`src/verilog/cca_cfg.svh`:
```
/*
 Constants for the counter capture array: reset values and prescale counts.
 Assumes inclusion by bare name wherever the counter array logic needs them.
*/
`ifndef CCA_CFG_SVH
`define CCA_CFG_SVH
`define CCA_CNT_RST      16'h0000
`define CCA_WDOG_LIM_RST 16'hFFFF
`define CCA_DIV12_LAST   4'hB
`define CCA_DIV4_LAST    4'h3
`define CCA_XOSC8_LAST   3'h7
`define CCA_CNT_MAX      16'hFFFF
`endif

```
`src/verilog/cca_pkg.sv`:
```
/*
 Types shared by the counter capture array: clock sources, module modes and
 the per-module configuration carrier. Assumes nothing of its surroundings.
*/
package cca_pkg;
    typedef enum logic [2:0] {
        CCA_SRC_DIV12 = 3'h0,
        CCA_SRC_DIV4  = 3'h1,
        CCA_SRC_T0OV  = 3'h2,
        CCA_SRC_XCNT  = 3'h3,
        CCA_SRC_SYS   = 3'h4,
        CCA_SRC_XOSC8 = 3'h5
    } cca_src_t;

    typedef enum logic [2:0] {
        CCA_MODE_CAPTURE = 3'h0,
        CCA_MODE_SWTIMER = 3'h1,
        CCA_MODE_HSO     = 3'h2,
        CCA_MODE_PWM8    = 3'h3,
        CCA_MODE_PWM16   = 3'h4,
        CCA_MODE_FREQ    = 3'h5,
        CCA_MODE_OFF     = 3'h6
    } cca_mode_t;

    typedef struct packed {
        cca_mode_t   mode;
        logic [15:0] cmp;
        logic        cap_rise;
        logic        cap_fall;
    } cca_ccm_cfg_t;
endpackage : cca_pkg

```
`src/verilog/cca_counter_capture_array.sv`:
```
/*
 Counter capture array: one 16-bit time base, six selectable clock sources,
 three capture/compare modules and a watchdog function on module 2.
 Assumes pins arrive asynchronously through the crossbar and that the timer 0
 overflow pulse and all configuration ports come from logic on clk_in.
*/
`timescale 1ns/1ps
`include "cca_cfg.svh"

// Function
// - One 16-bit counter is the shared time base of all three modules.
// - The counter tick comes from sysclk/12, sysclk/4, timer 0 overflow, the external count input, sysclk or external oscillator/8.
// - Each module runs as capture, software timer, high-speed output, 8-bit PWM, 16-bit PWM or frequency output.
// - Module 2 can also serve as a watchdog timer function.
// - After every reset module 2 is already enabled as watchdog without software action.
// - Module pins and the external count input are plain ports that the crossbar routes.
// - The counter and its prescalers stand still while the processor is halted under debug; capture inputs still latch the held count.
// - The counter can run from the external oscillator while the system clock runs elsewhere.
module cca_counter_capture_array (
    input  wire logic                  clk_in,
    input  wire logic                  rst_b_in,
    input  wire logic                  run_in,
    input  wire logic                  dbg_halt_in,
    input  wire cca_pkg::cca_src_t     src_sel_in,
    input  wire logic                  t0_ovf_in,
    input  wire logic                  xcnt_pin_in,
    input  wire logic                  xosc_in,
    input  wire logic [2:0]            ccm_pin_in,
    input  wire cca_pkg::cca_ccm_cfg_t ccm_cfg_in [3],
    input  wire logic [2:0]            cap_clr_in,
    input  wire logic [2:0]            match_clr_in,
    input  wire logic                  ovf_clr_in,
    input  wire logic                  wdog_dis_in,
    input  wire logic                  wdog_kick_in,
    input  wire logic [15:0]           wdog_span_in,
    output logic [15:0]                count_out,
    output logic                       ovf_flag_out,
    output logic [2:0]                 ccm_pin_out,
    output logic [2:0]                 cap_flag_out,
    output logic [2:0]                 match_flag_out,
    output logic [15:0]                cap_val_out [3],
    output logic                       wdog_en_out,
    output logic                       wdog_rst_out
);
    logic [4:0]  s1_r;
    logic [4:0]  s2_r;
    logic [4:0]  s3_r;
    logic [4:0]  lvl_r;
    logic [4:0]  rise_r;
    logic [4:0]  fall_r;
    logic [3:0]  div12_r;
    logic [1:0]  div4_r;
    logic [2:0]  xosc8_r;
    logic        tick;
    logic        run_ok;
    logic [15:0] cnt_r;
    logic [15:0] wdog_lim_r;
    logic [7:0]  freq_r [3];

    // Returns whether the counter value equals the compare value.
    function automatic logic cca_hit(input logic [15:0] cnt, input logic [15:0] cmp);
        cca_hit = (cnt == cmp);
    endfunction : cca_hit

    // Three-stage synchroniser for the pins; a level counts once stages two and three agree.
    always_ff @(posedge clk_in) begin
        if (!rst_b_in) begin
            s1_r   <= 5'h00;
            s2_r   <= 5'h00;
            s3_r   <= 5'h00;
            lvl_r  <= 5'h00;
            rise_r <= 5'h00;
            fall_r <= 5'h00;
        end else begin
            s1_r   <= {xosc_in, xcnt_pin_in, ccm_pin_in};
            s2_r   <= s1_r;
            s3_r   <= s2_r;
            lvl_r  <= (s2_r & s3_r) | (lvl_r & (s2_r | s3_r));
            rise_r <= s2_r & s3_r & ~lvl_r;
            fall_r <= ~s2_r & ~s3_r & lvl_r;
        end
    end

    assign run_ok = run_in & ~dbg_halt_in;

    // Prescalers for the divided sources; they freeze with the counter under debug halt.
    always_ff @(posedge clk_in) begin
        if (!rst_b_in) begin
            div12_r <= 4'h0;
            div4_r  <= 2'h0;
            xosc8_r <= 3'h0;
        end else if (run_ok) begin
            div12_r <= (div12_r == `CCA_DIV12_LAST) ? 4'h0 : div12_r + 4'h1;
            div4_r  <= div4_r + 2'h1;
            if (rise_r[4]) begin
                xosc8_r <= xosc8_r + 3'h1;
            end
        end
    end

    // Source selection; every source gives at most one tick per clk_in cycle.
    always_comb begin
        case (src_sel_in)
            cca_pkg::CCA_SRC_DIV12: tick = (div12_r == `CCA_DIV12_LAST);
            cca_pkg::CCA_SRC_DIV4:  tick = (div4_r == `CCA_DIV4_LAST);
            cca_pkg::CCA_SRC_T0OV:  tick = t0_ovf_in;
            cca_pkg::CCA_SRC_XCNT:  tick = rise_r[3];
            cca_pkg::CCA_SRC_SYS:   tick = 1'b1;
            cca_pkg::CCA_SRC_XOSC8: tick = rise_r[4] && (xosc8_r == `CCA_XOSC8_LAST);
            default:                tick = 1'b0;
        endcase
    end

    // Shared time base and its overflow flag; a new overflow wins over a clear.
    always_ff @(posedge clk_in) begin
        if (!rst_b_in) begin
            cnt_r        <= `CCA_CNT_RST;
            ovf_flag_out <= 1'b0;
        end else begin
            if (tick && run_ok) begin
                cnt_r <= cnt_r + 16'h0001;
            end
            ovf_flag_out <= (tick && run_ok && cnt_r == `CCA_CNT_MAX)
                            | (ovf_flag_out & ~ovf_clr_in);
        end
    end

    assign count_out = cnt_r;

    // Capture and compare modules; flags set by hardware win over a clear.
    always_ff @(posedge clk_in) begin
        if (!rst_b_in) begin
            ccm_pin_out    <= 3'h0;
            cap_flag_out   <= 3'h0;
            match_flag_out <= 3'h0;
            for (int i = 0; i < 3; i++) begin
                cap_val_out[i] <= 16'h0000;
                freq_r[i]      <= 8'h00;
            end
        end else begin
            for (int i = 0; i < 3; i++) begin
                logic cap_ev;
                logic hit;
                cap_ev = 1'b0;
                hit    = 1'b0;
                if (!(i == 2 && wdog_en_out)) begin
                    case (ccm_cfg_in[i].mode)
                        cca_pkg::CCA_MODE_CAPTURE: begin
                            cap_ev = (ccm_cfg_in[i].cap_rise & rise_r[i])
                                   | (ccm_cfg_in[i].cap_fall & fall_r[i]);
                        end
                        cca_pkg::CCA_MODE_SWTIMER: begin
                            hit = tick && run_ok && cca_hit(cnt_r, ccm_cfg_in[i].cmp);
                        end
                        cca_pkg::CCA_MODE_HSO: begin
                            hit = tick && run_ok && cca_hit(cnt_r, ccm_cfg_in[i].cmp);
                            if (hit) begin
                                ccm_pin_out[i] <= ~ccm_pin_out[i];
                            end
                        end
                        cca_pkg::CCA_MODE_PWM8: begin
                            ccm_pin_out[i] <= (cnt_r[7:0] < ccm_cfg_in[i].cmp[7:0]);
                        end
                        cca_pkg::CCA_MODE_PWM16: begin
                            ccm_pin_out[i] <= (cnt_r < ccm_cfg_in[i].cmp);
                        end
                        cca_pkg::CCA_MODE_FREQ: begin
                            // Toggle each time the low byte reaches the moving target.
                            if (tick && run_ok && cnt_r[7:0] == freq_r[i]) begin
                                ccm_pin_out[i] <= ~ccm_pin_out[i];
                                freq_r[i]      <= freq_r[i] + ccm_cfg_in[i].cmp[15:8];
                                hit            = 1'b1;
                            end
                        end
                        default: begin
                            ccm_pin_out[i] <= 1'b0;
                        end
                    endcase
                end
                if (cap_ev) begin
                    cap_val_out[i] <= cnt_r;
                end
                cap_flag_out[i]   <= cap_ev | (cap_flag_out[i] & ~cap_clr_in[i]);
                match_flag_out[i] <= hit | (match_flag_out[i] & ~match_clr_in[i]);
            end
        end
    end

    // Watchdog on module 2: enabled out of reset, kicked by moving its limit ahead.
    always_ff @(posedge clk_in) begin
        if (!rst_b_in) begin
            wdog_en_out  <= 1'b1;
            wdog_lim_r   <= `CCA_WDOG_LIM_RST;
            wdog_rst_out <= 1'b0;
        end else begin
            if (wdog_dis_in) begin
                wdog_en_out <= 1'b0;
            end
            if (wdog_kick_in) begin
                wdog_lim_r <= cnt_r + wdog_span_in;
            end
            wdog_rst_out <= wdog_en_out && !wdog_dis_in && tick && run_ok
                            && cca_hit(cnt_r, wdog_lim_r);
        end
    end
endmodule : cca_counter_capture_array

```
`config.mk`:
```
export PLATFORM = sky130hd
export DESIGN_NAME = cca_counter_capture_array
export DESIGN_NICKNAME = d
export VERILOG_FILES = /design/src/verilog/cca_pkg.sv /design/src/verilog/cca_counter_capture_array.sv
export VERILOG_INCLUDE_DIRS = /design/src /design/src/verilog
export SDC_FILE = /design/constraint.sdc
export NUM_CORES = 1
export LEC_CHECK = 0
export ABC_AREA = 1
export BUFFER_PORTS_ARGS = -buffer_cell sky130_fd_sc_hd__buf_2
export CAP_MARGIN = 40
export CORE_ASPECT_RATIO = 0.5
export CORE_MARGIN = 4
export CORE_UTILIZATION = 55
export DETAILED_ROUTE_END_ITERATION = 10
export PLACE_DENSITY = 0.91
export SYNTH_ARGS = -nofsm -noshare
export SYNTH_HDL_FRONTEND = slang
export SYNTH_SLANG_ARGS = --single-unit
```
`constraint.sdc`:
```
create_clock -name clk_in -period 6.6 [get_ports clk_in]
set_input_delay 1.98 -clock clk_in [delete_from_list [all_inputs] [get_ports clk_in]]
set_output_delay 1.98 -clock clk_in [all_outputs]
set_load 0.02 [all_outputs]
```
==> Word-level counts from Yosys, hierarchy flattened <==
Memories as Yosys holds them, arrays and structs flattened.
Cells that the tools add are included.
{ "totals": {"register_bits": 129, "latchBits": 0, "mem_bits_rw": 24, "mem_bits_ro": 0, "in_bits": 101, "output_inout_bits": 76, "word_cells": 196, "memories": 1} }
{ "op_classes": {"add_sub_neg": 8, "multipliers": 0, "div_mod_pow": 0, "n_lt_le_gt_ge": 6, "eq_ne": 37, "shift": 0, "n_mux": 42, "n_bitwise": 52, "reduce_logical": 28} }
{ "mem_list": {"columns": ["name", "words", "width", "rd", "rd_ports_with_merged_regs", "write_ports", "line_no", "text"], "rows": [
  ["freq_r", 3, 8, 3, 0, 3, "cca_counter_capture_array.sv:58", "logic [7:0] freq_r [3];"]
]} }
{ "op_table": {"columns": ["op", "count"], "rows": [
  ["$eq A16 B16 Y1", 4],
  ["$lt A16 B16 Y1", 3],
  ["$mux W1", 31],
  ["$eq A3 B3 Y1 const B", 9],
  ["$add A8 B8 Y8", 3],
  ["$eq A3 B2 Y1 const B", 8],
  ["$eq A8 B8 Y1", 3],
  ["$lt A8 B8 Y1", 3],
  ["$mux W8", 3],
  ["$add A16 B1 Y16 const B", 1],
  ["$add A16 B16 Y16", 1],
  ["$eq A16 B16 Y1 const B", 1],
  ["$and A5 B5 Y5", 3],
  ["$not A1 Y1", 15],
  ["$pmux W1 S5", 3],
  ["$and A1 B1 Y1", 14],
  ["$logic_and A1 B1 Y1", 13],
  ["$or A1 B1 Y1", 13],
  ["$eq A3 B1 Y1 const B", 4],
  ["$logic_not A3 Y1", 4],
  ["$ne A2 B2 Y1 const B", 6],
  ["$reduce_or A2 Y1", 6],
  ["$or A5 B5 Y5", 2],
  ["$and A3 B3 Y3", 2],
  ["other kinds (14)", 18]
]} }

==> Logic depth before layout (Yosys ltp) <==
{ "depth": {"ltp_word": 11, "mapped_depth": 13, "mapped_depth_nobuf": 13} }

==> Least setup slack after synthesis <==
No wires, ideal clock.
{ "synth_path": {"path_type": "input to register", "start": "input dbg_halt_in", "end": "memory freq_r[2][0] (netlist: freq_r[0][16]), enable pin", "setup_time_ns": 0.329, "arrival_time_ns": 3.177, "required_time_ns": 6.271, "path_slack_ns": 3.094, "stages": 9, "path_buffers": 2, "path_cell_list": "clkinv_1 > nand2_2 > nor2_2 > nand2_1 > nor2_8 > nand4_2 > buf_6 > buf_8 > nand2_1"} }
{ "synth_lines": {"columns": ["element", "line_no", "text"], "rows": [
  ["start: declaration", "cca_counter_capture_array.sv:23", "input wire logic dbg_halt_in,"],
  ["end: declaration", "cca_counter_capture_array.sv:58", null]
]} }

==> impl_metrics.env <==
export IMPL_clock_latency_ns=0.42
export IMPL_worst_slack_ns=2.535
export IMPL_p_per_area_nw_per_um2=201.2
export IMPL_run_status="completed"
export IMPL_tcrit_tclk_final_pct=61.59
export IMPL_cts_root_buffer="clkbuf_16"
export IMPL_cts_sinks=153
export IMPL_routed_wl_met3_um=3030
export IMPL_fin_setup_tns_ns=0
export IMPL_count_of_warnings_emitted_by_yosys=0
export IMPL_syn_cell_area_um2=9439
export IMPL_start_kind="input pin"
export IMPL_leakagePower_nw=5.729
export IMPL_rsz0062_at_grt="no"
export IMPL_globalplace_congestion=0.9298
export IMPL_postSynthNetCount=1499
export IMPL_drt_drc_violations_left=0
export IMPL_clockBufferDepth=2
export IMPL_worstPathRequired_ns=6.68
export IMPL_overflow=0
export IMPL_num_rows=33
export IMPL_finalWirelength_um=29580
export IMPL_max_cap_violations=0
export IMPL_timing_final_max_slew_violations=0
export IMPL_post_route_antenna_net_violation_count=0
export IMPL_postLayoutCellArea_um2=11040
export IMPL_detailedRoute_firstIterationViolations=962
export IMPL_coreArea_um2=16600
export IMPL_fin_nets=1662
export IMPL_setup_viol=0
export IMPL_final_fill_count=1328
export IMPL_number_of_hold_violations_in_the_final_report=0
export IMPL_hold_buffers=0
export IMPL_power_switching_share_pct=26.78
export IMPL_clock_tree_htree_level_count=4
export IMPL_vdd_drop_max_uv=193.0
export IMPL_route_top_layer_used="met4"
export IMPL_detailroute_via_count=9832
export IMPL_crit_arrival_ns=4.15
export IMPL_dp_final_hpwl_um=20990
export IMPL_final_period_minus_worst_setup_slack_ns=4.065
export IMPL_placed_area_um2=10450
export IMPL_critical_path_fanout_max=20
export IMPL_ys_dominant_reg_cell="dfxtp_1"
export IMPL_floorplan_die_height_um=100.6
export IMPL_post_cts_resized_instances=0
export IMPL_fin_worst_skew_ns=0.008197
export IMPL_post_route_util_pct=66.51
export IMPL_layout_drive_gt1_share_pct=16.62
export IMPL_tightestPinTransition_ns=0.9073
export IMPL_largest_net_degree_at_the_start_of_global_routing=95
export IMPL_global_route_wire_length_before_repair_um=46410
export IMPL_floorplan_die_area_um2=19450
export IMPL_area_growth_synth_to_final_pct=16.95
export IMPL_initial_utilization_pct=56.87
export IMPL_switchingPower_w=0.0005947
export IMPL_max_freq_mhz=246.0
export IMPL_num_io_pins=177
export IMPL_yosysUniqueCellTypes=46
export IMPL_pwr_share_comb_pct=11.0
export IMPL_ys_seq_area_share_pct=34.99
export IMPL_power_frac_seq_pct=44.4
export IMPL_numPortBuffers=176
export IMPL_synth_avg_cell_area_um2=7.233
export IMPL_routed_wl_met2_um=13500
export IMPL_timing_critical_path_to_type="flop"
export IMPL_path_clk_slew_ns=0.07
export IMPL_async_reset_ff_share_pct=0
export IMPL_internal_power_w=0.001626
export IMPL_cts_setup_buffers=0
export IMPL_hold_worst_slack_ns=0.4148
export IMPL_via_count_of_the_first_global_routing_pass=9433
export IMPL_antenna_found_initial=2
export IMPL_vias_per_cell=5.753
export IMPL_dp_worst_setup_slack_ns=2.186
export IMPL_cts_made_buffers=17
export IMPL_cts_tree="done"
export IMPL_timing_worst_setup_path_type="in2reg"
export IMPL_route_layer_met1_wl_um=11700
export IMPL_share_clk_of_total_power_pct=44.6
export IMPL_synthCells=1305
export IMPL_hold_path_class="reg2reg"
export IMPL_track_usage_pct=29.41
export IMPL_count_of_flip_flops_with_a_built_in_enable_after_synthesis=24
export IMPL_relative_slew_slack_pct=39.51
export IMPL_chipWidth_um=193.3
export IMPL_avgRoutedWirePerCell_um=17.31
export IMPL_drtPass1Iterations=5
export IMPL_synth_seq_cells=153
final timing paths:
check | endpoint | start | slack (ns) | depth (start not counted)
hold reg to reg | s2_r[0] | s1_r[0] | 0.41 | 2
setup / recovery | freq_r[0][22] | dbg_halt_in | 2.54 | 8
setup reg to reg | freq_r[0][22] | count_out[1] | 3.38 | 8
hold / removal | s2_r[0] | s1_r[0] | 0.41 | 2
Yosys cell counts, types with 4 or more instances:
library cell	number	area, um^2
a21boi_0	4	30.03
a21o_1	7	52.55
a21oi_1	147	735.7
a21oi_2	10	87.58
a22o_1	4	35.03
and2_1	4	25.02
clkbuf_1	24	90.09
dfxtp_1	129	2582
edfxtp_1	24	720.7
fa_1	4	80.08
ha_1	89	1114
inv_1	176	660.6
inv_2	8	30.03
nand2_1	298	1119
nand3_1	58	290.3
nand3b_1	4	30.03
nand4_1	18	112.6
nor2_1	93	349.1
nor3_1	20	100.1
nor4_1	7	43.79
o211ai_1	7	52.55
o21ai_0	91	455.4
or2_2	6	37.54
xnor2_1	11	96.34
xor2_1	19	166.4
registers in the layout, indices dropped and copies added (netlist names), 4 cells and up:
name and count:
rise_r 5, freq_r 24, s3_r 5, count_out 16
s1_r 5, lvl_r 5, wdog_lim_r 16, cap_val_out 48
div12_r 4, s2_r 5
cells in the final DEF, fill, tap and decap left out, types with 4 or more instances in the layout:
master,synthesis,final
or2_2,6,6
a21o_1,7,7
xnor2_1,11,11
inv_6,0,6
nand4_1,18,18
edfxtp_1,24,24
inv_2,8,8
nor3_1,20,20
a21boi_0,4,4
o21ai_0,91,91
and2_1,4,4
fa_1,4,4
nand2_1,298,298
nand3_1,58,58
nor4_1,7,7
inv_1,176,176
o211ai_1,7,7
a22o_1,4,4
dfxtp_1,129,129
ha_1,89,89
nand3b_1,4,4
clkbuf_16,0,17
a21oi_2,10,10
nor2_1,93,93
a21oi_1,147,147
buf_2,2,176
xor2_1,19,19
stage by stage:
stage / total power, W / cells
floorplan: 0.001160 / 1305
global placement: 0.001228 / 1676
detailed placement: 0.001241 / 1676
CTS: 0.002212 / 1707
global route: 0.002288 / 1709
finish: 0.002221 / 1709
logic make-up (layout without fill, tap and decap cells):
logic type,Yosys count,in the layout,share of synthesized area (%)
simple gates,523,523,23.79
compound gates,284,284,16.45
buf+inv,222,397,9.332
flops,153,153,34.99
fa+ha+maj,93,93,12.65
xor+xnor,30,30,2.784
other cells,0,2,0
routing by layer:
| layer | global-route usage (%) | vias to the layer above |
|---|---|---|
| met5 | 0 | - |
| met4 | 13.70 | 0 |
| met3 | 6.311 | 135 |
| met2 | 49.60 | 562 |
| met1 | 36.66 | 4503 |
| li1 | - | 4632 |
worst max-delay path: stages:
cell	delay [ns]
buf_2	0.10
clkinv_1	0.04
nand2_2	0.09
nor2_2	0.25
nand2_1	0.18
nor2_8	0.29
nand4_2	0.63
nand2_1	0.58
final cells by class:
type	count	area, um^2	share of cell area, %
Multi-Input combinational cell	930	5255	47.60
Clock inverter	14	161.4	1.462
Tap cell	227	284.0	2.573
Inverter	187	701.9	6.358
Clock buffer	17	425.4	3.854
Antenna cell	2	5.005	0.04534
Sequential cell	153	3303	29.92
Timing Repair Buffer	179	903.4	8.183
power groups by stage:
stage               clock network (W)  registers (W)  logic (W)
floorplan                           0        0.00100   0.000157
global placement                    0        0.00100   0.000224
detailed placement                  0        0.00101   0.000236
CTS                          0.000987       0.000985   0.000240
global route                  0.00103       0.000987   0.000275
finish                       0.000991       0.000986   0.000244
(Power assumes the default switching activity.)
